File: src/common/ss_pkg.sv
// Notes on behaviour
// - correct level steps where neighbouring tap regions meet in the output image.
// - tap count is four, six or eight; tap select covers zero to count minus one.
// - gain enable off bypasses gain; on applies the per-tap corner gains.
// - offset enable, independent of gain; off bypasses, on adds per-tap corner offsets.
// - corner select picks which corner of the selected tap is written or read.
// - gain value of one half to just under one and a half (0x080 to 0x17F) is stored per tap and corner.
// - offset value is 8-bit two's complement, minus 128 to plus 127.
// - store command saves all gain and offset values; recall command restores them.
package ss_pkg;

  // variant tap count, one of 4, 6 or 8
  localparam int SS_TAPS    = 8;
  localparam int SS_CORNERS = 4;
  localparam int SS_ENTRIES = 32;
  localparam int SS_PIX_W   = 12;
  localparam int SS_COPY_CYCLES = 32;

  // register indices on the plain register port
  localparam logic [3:0] SS_ADDR_CTRL   = 4'h0;
  localparam logic [3:0] SS_ADDR_SELECT = 4'h1;
  localparam logic [3:0] SS_ADDR_GAIN   = 4'h2;
  localparam logic [3:0] SS_ADDR_OFFSET = 4'h3;
  localparam logic [3:0] SS_ADDR_CMD    = 4'h4;
  localparam logic [3:0] SS_ADDR_STATUS = 4'h5;

  // field positions
  localparam int SS_CTRL_GAIN_EN_BIT = 0;
  localparam int SS_CTRL_OFF_EN_BIT  = 1;
  localparam int SS_SEL_CORNER_LSB   = 0;
  localparam int SS_SEL_TAP_LSB      = 4;
  localparam int SS_CMD_STORE_BIT    = 0;
  localparam int SS_CMD_RECALL_BIT   = 1;
  localparam int SS_STAT_BUSY_BIT    = 0;
  localparam int SS_STAT_RECALL_BIT  = 1;

  // corner codes
  localparam logic [1:0] SS_CORNER_UPPER_LEFT  = 2'h0;
  localparam logic [1:0] SS_CORNER_UPPER_RIGHT = 2'h1;
  localparam logic [1:0] SS_CORNER_LOWER_LEFT  = 2'h2;
  localparam logic [1:0] SS_CORNER_LOWER_RIGHT = 2'h3;

  // gain is unsigned with 8 fraction bits; stored as signed delta from unity
  localparam logic [9:0]  SS_GAIN_UNITY = 10'h100;
  localparam logic [9:0]  SS_GAIN_MIN   = 10'h080;
  localparam logic [9:0]  SS_GAIN_MAX   = 10'h17F;
  localparam int          SS_FRAC_SHIFT = 8;
  localparam logic [11:0] SS_PIX_MAX    = 12'hFFF;

  typedef enum logic {SS_COPY_STORE, SS_COPY_RECALL} ss_copy_t;

  typedef struct packed {
    logic                valid;
    logic [2:0]          tap;
    logic [7:0]          xfrac;
    logic [7:0]          yfrac;
    logic [SS_PIX_W-1:0] data;
  } ss_pix_in_t;

  typedef struct packed {
    logic                valid;
    logic [SS_PIX_W-1:0] data;
  } ss_pix_out_t;

  typedef struct packed {
    logic                            gain_en;
    logic                            off_en;
    logic [2:0]                      tap;
    logic [1:0]                      corner;
    logic [SS_ENTRIES-1:0][7:0]      gain;
    logic [SS_ENTRIES-1:0][7:0]      off;
    logic [SS_ENTRIES-1:0][7:0]      nv_gain;
    logic [SS_ENTRIES-1:0][7:0]      nv_off;
    logic                            busy;
    ss_copy_t                        dir;
    logic [4:0]                      idx;
    logic [15:0]                     rdata;
    logic                            s1_v;
    logic [SS_PIX_W-1:0]             s1_pix;
    logic [7:0]                      s1_g;
    logic [7:0]                      s1_o;
    logic                            out_v;
    logic [SS_PIX_W-1:0]             out_pix;
  } ss_state_t;

endpackage

File: src/logic/ss_seam_corr.sv
`timescale 1ns/100ps
`default_nettype none
module ss_seam_corr (
  input  wire logic                 mclk,
  input  wire logic                 resetn,
  input  wire logic [3:0]           reg_addr,
  input  wire logic [15:0]          reg_wdata,
  input  wire logic                 reg_wr,
  input  wire logic                 reg_rd,
  output logic [15:0]               reg_rdata,
  input  wire ss_pkg::ss_pix_in_t   pix_in,
  output ss_pkg::ss_pix_out_t       pix_out
);
  import ss_pkg::*;

  ss_state_t st_reg;
  ss_state_t st_next;

  ////////////////////////////////////////////////////////////////////////////
  // helpers

  // linear blend of two signed corner values, f counts 1/256 steps toward b
  function automatic logic [7:0] ss_lerp(input logic [7:0] a, input logic [7:0] b, input logic [7:0] f);
    logic signed [8:0]  diff;
    logic signed [17:0] prod;
    logic signed [9:0]  sum;
    diff = $signed({b[7], b}) - $signed({a[7], a});
    prod = diff * $signed({1'b0, f});
    sum  = $signed({{2{a[7]}}, a}) + 10'(prod >>> SS_FRAC_SHIFT);
    return sum[7:0];
  endfunction

  // clamp a written gain to the legal window and turn it into a delta
  function automatic logic [7:0] ss_gain_code(input logic [15:0] w);
    logic [9:0] g;
    g = (w > 16'(SS_GAIN_MAX)) ? SS_GAIN_MAX : w[9:0];
    if (g < SS_GAIN_MIN) begin
      g = SS_GAIN_MIN;
    end
    return 8'(g - SS_GAIN_UNITY);
  endfunction

  ////////////////////////////////////////////////////////////////////////////
  // combinational next state

  logic [4:0]  sel_entry;
  logic [4:0]  base;
  logic [7:0]  g_top, g_bot, o_top, o_bot;
  logic [9:0]  gain_full;
  logic [21:0] prod;
  logic signed [15:0] sum;

  assign sel_entry = {st_reg.tap, st_reg.corner};
  assign base      = {pix_in.tap, 2'b00};

  always_comb begin
    st_next       = st_reg;
    st_next.rdata = 16'h0000;
    g_top = ss_lerp(st_reg.gain[base + 5'(SS_CORNER_UPPER_LEFT)],
                    st_reg.gain[base + 5'(SS_CORNER_UPPER_RIGHT)], pix_in.xfrac);
    g_bot = ss_lerp(st_reg.gain[base + 5'(SS_CORNER_LOWER_LEFT)],
                    st_reg.gain[base + 5'(SS_CORNER_LOWER_RIGHT)], pix_in.xfrac);
    o_top = ss_lerp(st_reg.off[base + 5'(SS_CORNER_UPPER_LEFT)],
                    st_reg.off[base + 5'(SS_CORNER_UPPER_RIGHT)], pix_in.xfrac);
    o_bot = ss_lerp(st_reg.off[base + 5'(SS_CORNER_LOWER_LEFT)],
                    st_reg.off[base + 5'(SS_CORNER_LOWER_RIGHT)], pix_in.xfrac);
    gain_full = SS_GAIN_UNITY + {{2{st_reg.s1_g[7]}}, st_reg.s1_g};
    prod = st_reg.s1_pix * gain_full;
    sum  = $signed(16'(prod >> SS_FRAC_SHIFT)) + $signed({{8{st_reg.s1_o[7]}}, st_reg.s1_o});

    // register writes; gain, offset and command writes are ignored while a store or recall runs
    if (reg_wr) begin
      if (reg_addr == SS_ADDR_CTRL) begin
        st_next.gain_en = reg_wdata[SS_CTRL_GAIN_EN_BIT];
        st_next.off_en  = reg_wdata[SS_CTRL_OFF_EN_BIT];
      end else if (reg_addr == SS_ADDR_SELECT) begin
        st_next.corner = reg_wdata[SS_SEL_CORNER_LSB +: 2];
        // out-of-range tap index leaves the tap selection unchanged
        if (32'(reg_wdata[SS_SEL_TAP_LSB +: 3]) < SS_TAPS) begin
          st_next.tap = reg_wdata[SS_SEL_TAP_LSB +: 3];
        end
      end else if (reg_addr == SS_ADDR_GAIN && !st_reg.busy) begin
        st_next.gain[sel_entry] = ss_gain_code(reg_wdata);
      end else if (reg_addr == SS_ADDR_OFFSET && !st_reg.busy) begin
        st_next.off[sel_entry] = reg_wdata[7:0];
      end else if (reg_addr == SS_ADDR_CMD && !st_reg.busy) begin
        // store wins when both bits are set
        if (reg_wdata[SS_CMD_STORE_BIT]) begin
          st_next.busy = 1'b1;
          st_next.dir  = SS_COPY_STORE;
          st_next.idx  = 5'h00;
        end else if (reg_wdata[SS_CMD_RECALL_BIT]) begin
          st_next.busy = 1'b1;
          st_next.dir  = SS_COPY_RECALL;
          st_next.idx  = 5'h00;
        end
      end
    end

    // register reads, data valid only in the following cycle
    if (reg_rd) begin
      if (reg_addr == SS_ADDR_CTRL) begin
        st_next.rdata[SS_CTRL_GAIN_EN_BIT] = st_reg.gain_en;
        st_next.rdata[SS_CTRL_OFF_EN_BIT]  = st_reg.off_en;
      end else if (reg_addr == SS_ADDR_SELECT) begin
        st_next.rdata[SS_SEL_CORNER_LSB +: 2] = st_reg.corner;
        st_next.rdata[SS_SEL_TAP_LSB +: 3]    = st_reg.tap;
      end else if (reg_addr == SS_ADDR_GAIN) begin
        st_next.rdata[9:0] = SS_GAIN_UNITY + {{2{st_reg.gain[sel_entry][7]}}, st_reg.gain[sel_entry]};
      end else if (reg_addr == SS_ADDR_OFFSET) begin
        st_next.rdata[7:0] = st_reg.off[sel_entry];
      end else if (reg_addr == SS_ADDR_STATUS) begin
        st_next.rdata[SS_STAT_BUSY_BIT]   = st_reg.busy;
        st_next.rdata[SS_STAT_RECALL_BIT] = (st_reg.dir == SS_COPY_RECALL);
      end
    end

    // one entry per cycle between active and saved sets
    if (st_reg.busy) begin
      case (st_reg.dir)
        SS_COPY_STORE: begin
          st_next.nv_gain[st_reg.idx] = st_reg.gain[st_reg.idx];
          st_next.nv_off[st_reg.idx]  = st_reg.off[st_reg.idx];
        end
        SS_COPY_RECALL: begin
          st_next.gain[st_reg.idx] = st_reg.nv_gain[st_reg.idx];
          st_next.off[st_reg.idx]  = st_reg.nv_off[st_reg.idx];
        end
        default: begin
          st_next.busy = 1'b0;
        end
      endcase
      st_next.idx = st_reg.idx + 5'h01;
      if (st_reg.idx == 5'(SS_COPY_CYCLES - 1)) begin
        st_next.busy = 1'b0;
      end
    end

    // stage 1: blend corner values over the tap region, bypass when disabled
    st_next.s1_v   = pix_in.valid;
    st_next.s1_pix = pix_in.data;
    st_next.s1_g   = st_reg.gain_en ? ss_lerp(g_top, g_bot, pix_in.yfrac) : 8'h00;
    st_next.s1_o   = st_reg.off_en ? ss_lerp(o_top, o_bot, pix_in.yfrac) : 8'h00;

    // stage 2: multiply, add, saturate to the pixel range
    st_next.out_v = st_reg.s1_v;
    if (sum < 16'sh0000) begin
      st_next.out_pix = 12'h000;
    end else if (sum > $signed({4'h0, SS_PIX_MAX})) begin
      st_next.out_pix = SS_PIX_MAX;
    end else begin
      st_next.out_pix = sum[11:0];
    end
  end

  ////////////////////////////////////////////////////////////////////////////
  // state register; zero deltas mean unity gain and no offset

  always_ff @(posedge mclk or negedge resetn) begin
    if (!resetn) begin
      st_reg <= '0;
    end else begin
      st_reg <= st_next;
    end
  end

  // outputs straight from flops
  assign reg_rdata     = st_reg.rdata;
  assign pix_out.valid = st_reg.out_v;
  assign pix_out.data  = st_reg.out_pix;
endmodule
`default_nettype wire

File: config.mk
export PLATFORM = sky130hd
export DESIGN_NAME = ss_seam_corr
export DESIGN_NICKNAME = d
export VERILOG_FILES = /design/src/common/ss_pkg.sv /design/src/logic/ss_seam_corr.sv
export SDC_FILE = /design/constraint.sdc
export NUM_CORES = 2
export LEC_CHECK = 0
export BUFFER_PORTS_ARGS = -buffer_cell sky130_fd_sc_hd__buf_2
export CELL_PAD_IN_SITES_DETAIL_PLACEMENT = 2
export CELL_PAD_IN_SITES_GLOBAL_PLACEMENT = 2
export CORE_ASPECT_RATIO = 1.5
export CORE_MARGIN = 5
export CORE_UTILIZATION = 43
export CTS_CLUSTER_SIZE = 25
export DETAILED_ROUTE_END_ITERATION = 12
export PLACE_DENSITY_LB_ADDON = 0.1
export SYNTH_ARGS = -nofsm -noshare
export SYNTH_HDL_FRONTEND = slang
export SYNTH_SLANG_ARGS = --single-unit
File: constraint.sdc
create_clock -name mclk -period 18.7 [get_ports mclk]
set_input_delay 1.87 -clock mclk [delete_from_list [all_inputs] [get_ports mclk]]
set_output_delay 1.87 -clock mclk [all_outputs]
set_load 0.05 [all_outputs]
After elaboration in Yosys (flattened, before gate mapping)
Cells that the tools add are included.

storage, ports and cells
  flip-flop bits (word level) = 1090
  bits in latches = 0
  bits in writable memories = 0
  memory bits (read-only) = 0
  output and inout bits = 29
  logic and storage cells = 291
  memories kept = 0

cells by class
  add/sub/neg operators = 20
  multipliers = 7
  divide/modulo/power cells = 0
  $lt $le $gt $ge = 12
  equality and inequality tests = 10
  shift-type cells = 0
  mux-type cells = 79
  bitwise operators = 5
  reduce and logical (&&, ||, !) cells = 16

operators with widths
  kind                     number
  $mux W512                5
  $bwmux W256              6
  $mux W1025               1
  $mux W256                3
  $bmux W8 S5              12
  $mux W8                  25
  $mul A9 B9 Y16           6
  $demux W8 S5             2
  $mux W7                  8
  $sub A8 B8 Y9            6
  $add A8 B8 Y8            6
  $bmux W8 S3              2
  $lt A5 B6 Y1 const B     6
  $mux W12                 2
  $mul A12 B10 Y22         1
  $add A9 B10 Y10 const A  2
  $mux W10                 2
  $add A15 B8 Y16          1
  $gt A16 B13 Y1 const B   1
  $gt A16 B9 Y1 const B    1
  $lt A16 B1 Y1 const B    1
  $reduce_and A7 Y1        2
  $mux W2                  6
  $add A5 B1 Y5 const B    2
  other kinds (21)         40

Depth between registers and ports, before layout
  depth after elaboration = 17
  depth in mapped cells = 69

Worst setup path before layout
Ideal clock, no wire load.

  path kind = input to register
  from = input port pix_in[28] in the netlist's numbering
  to = register st_reg[28] in the netlist's numbering
  data arrival time = 16.141 ns
  slack = 2.440 ns
  stages = 61
  buffers on the path = 3
  cells stage by stage = buf_6 clkbuf_1 buf_1 mux4_2 mux2_2 ha_1 fa_1 nor2b_1 o21ai_0 a21boi_0 o21ai_0 a21boi_0 o22ai_1 nand2_1 fa_1 inv_1 fa_1 fa_1 [25 not listed] fa_1 inv_1 fa_1 inv_1 ha_1 o21ai_0 a31o_2 xnor2_1 ha_1 a21o_1 a211oi_1 o21bai_1 a21o_1 a21oi_1 xnor2_1 xnor2_1 xnor3_1 and2_1

RTL lines
  element               RTL line             RTL
  from (decl)           ss_seam_corr.sv:11   input wire ss_pkg::ss_pix_in_t pix_in,
  to (signal assigned)  ss_seam_corr.sv:163  st_reg <= st_next;
  to (decl)             ss_seam_corr.sv:16   ss_state_t st_reg;

==> results.sh <==
export IMPL_largest_reg_flops=1061
export IMPL_critical_path_max_stage_delay_ns=0.91
export IMPL_cts_setup_buffers=0
export IMPL_grt_pass1_wl_microns=511000
export IMPL_rows=195
export IMPL_fin_tns_setup_ns=0
export IMPL_chipHeight_microns=541
export IMPL_antenna_left=0
export IMPL_ys_seq_elements=1089
export IMPL_cp_max_fo=64
export IMPL_whs_ns=0.351
export IMPL_synth_compound_area_share_pct=11.9
export IMPL_critPathArrivalTime_ns=18.08
export IMPL_num_vias=67300
export IMPL_synth_distinct_cells=73
export IMPL_cap_violations=0
export IMPL_drive_above_1_share_pct=13.7
export IMPL_cts_htree_levels=3
export IMPL_grtUsageTotal_pct=35.2
export IMPL_cp_common_cell="fa_1"
export IMPL_worstSetupStartpointType="input pin"
export IMPL_final_period_utilization_pct=93.4
export IMPL_drtPass1Iterations=6
export IMPL_portBuffers=77
export IMPL_skew_ns=0.0702
export IMPL_finalHoldViolations=0
export IMPL_tritoncts="done"
export IMPL_finish_net_count=8794
export IMPL_syn2layout_area_growth_pct=8.64
export IMPL_setup_viol=0
export IMPL_antenna_found_initial=29
export IMPL_start_util_pct=43.1
export IMPL_path_buf_inv=9
export IMPL_via_per_inst=6.37
export IMPL_ys_flop_type="dfrtp_1"
export IMPL_crit_required_ns=19.31
export IMPL_cp_slowest_cell="o311ai_1"
export IMPL_die_area_sq_um=197000
export IMPL_rsz0062_at_grt="false"
export IMPL_clockBufferDepth=3
export IMPL_synth_adder_area_share_pct=15.2
export IMPL_worst_slack_ns=1.23
export IMPL_synth_top_family_by_area="multiplexers"
export IMPL_synth_yosys_warnings=0
export IMPL_die_w_microns=364
export IMPL_clk_latency_ns=0.80
export IMPL_ioPinCount=85
export IMPL_synth_simple_area_share_pct=12.6
export IMPL_synth_edf_count=0
export IMPL_numCtsBuffers=116
export IMPL_wl_per_cell_microns=33.1
export IMPL_synth_xor_area_share_pct=1.94
export IMPL_pre_cts_ws_ns=0.431
export IMPL_routed_wl_microns=350000
export IMPL_slew_headroom_pct=8.06
export IMPL_period_minus_slack_ns=17.47
export IMPL_synth_seq_area_share_pct=33.7
export IMPL_overflow=0
export IMPL_path_clk_slew_ns=0.06
export IMPL_cts_sinks=1089
export IMPL_utilization_pct=46.8
export IMPL_syn_area_per_cell_sq_um=9.82
export IMPL_tightest_slew_ns=1.38
export IMPL_syn_instance_count=8245
export IMPL_cp_end_kind="flip-flop"
export IMPL_min_path_type="reg2reg"
export IMPL_max_freq_mhz=57.2
export IMPL_core_sq_um=188000
export IMPL_routabilityCongestion=0.937
export IMPL_critical_path_class="in2reg"
export IMPL_hpwl_microns=239000
export IMPL_ctsResizeCount=0
export IMPL_ctsHoldBuffers=0
export IMPL_slew_viol_final=0
export IMPL_grt_max_degree=181
export IMPL_grt_pass1_vias=75800
export IMPL_critical_path_top_delay_family="adder cells"
export IMPL_drt_iter0_markers=5110
export IMPL_status="finished clean"
export IMPL_synth_async_reset_ratio_pct=100
export IMPL_synth_area_sq_um=81000
export IMPL_ctsRootBufferMaster="clkbuf_16"
export IMPL_drc=0
export IMPL_synthMuxAreaShare_pct=18.5
[layer usage]
layer	vias to the layer above	track usage (%)	wire length [microns]
li1	27700	-	-
met1	36000	39.6	127000
met2	2556	60.8	173000
met3	1131	5.69	19700
met4	10	24.8	30000
met5	-	0	66
[path summary, 6_finish.rpt]
kind                       slack (ns)  cells past startpoint                    from                    end
max                              1.23                     61              pix_in[28]   st_reg[28]$_DFF_PN0_
min                              0.35                      0   st_next[12]$_DFF_PN0_  pix_out[12]$_DFF_PN0_
max reg2reg                      2.76                     59  st_reg[1058]$_DFF_PN0_   st_reg[28]$_DFF_PN0_
min reg2reg                      0.35                      0   st_next[12]$_DFF_PN0_  pix_out[12]$_DFF_PN0_
max in group asynchronous       13.50                      5                  resetn   pix_out[0]$_DFF_PN0_
min in group asynchronous        1.09                      1                  resetn  st_reg[836]$_DFF_PN0_
[through the flow]
| step | std cells | area, sq um |
|---|---|---|
| final | 10600 | 88000 |
| after global placement | 10300 | 83700 |
| after global routing | 10600 | 87900 |
| after CTS | 10600 | 87900 |
| after detailed placement | 10300 | 83700 |
| after floorplan | 8253 | 81000 |
[cell usage after synthesis, types with 6 or more instances]
master,count,area [sq um]
a211oi_1,9,67.6
a21boi_0,11,82.6
a21o_1,30,225
a21oi_1,407,2040
a221oi_1,17,149
a22o_1,23,201
a22oi_1,122,916
a31oi_1,12,75.1
and2_1,208,1300
and3_1,26,163
buf_1,40,150
buf_2,93,465
buf_4,43,323
clkbuf_1,467,1750
dfrtp_1,1089,27300
fa_1,403,8070
ha_1,341,4270
inv_1,616,2310
mux2_2,37,417
mux2i_1,300,3000
mux4_2,512,11500
nand2_1,1353,5080
nand2b_1,41,257
nand3_1,34,170
nand4_1,21,131
nor2_1,510,1910
nor2b_1,102,638
nor3_1,34,170
nor4_1,8,50.1
o21a_1,27,203
o21ai_0,655,3280
o21ai_1,362,1810
o21bai_1,17,128
o22ai_1,18,113
or2_2,6,37.5
or3_1,6,37.5
xnor2_1,135,1180
xor2_1,40,350
[cell type report]
class | count | area (sq um)
multi-input combinational | 5903 | 49100
clock inverter | 59 | 862
sequential | 1089 | 27300
clock buffer | 160 | 3380
tap | 2462 | 3080
fill | 19600 | 99900
timing repair buffer | 268 | 1950
antenna | 12 | 30.0
inverter | 616 | 2310
[cell usage in the layout (no fill, tap or decap), types with 206 or more instances in the layout]
cell        n
mux2i_1   299
inv_1     616
a21oi_1   400
dfrtp_1  1085
nor2_1    467
ha_1      341
o21ai_0   655
and2_1    206
o21ai_1   362
mux4_2    512
nand2_1  1353
fa_1      403
[kinds of logic (layout without fill, tap and decap cells)]
kind of cell | Yosys count | count (layout)
muxes | 851 | 851
other | 1 | 21
buffers and inverters | 1261 | 1103
xor gates and xnor gates | 177 | 177
AOI/OAI and AO/OA | 1746 | 1746
adders and majority gates | 744 | 744
and+or+nand+nor | 2376 | 2376
DFF | 1089 | 1089
Power is not shown: default switching activity piles up to over one toggle a cycle in this logic, so the estimate is an artifact.
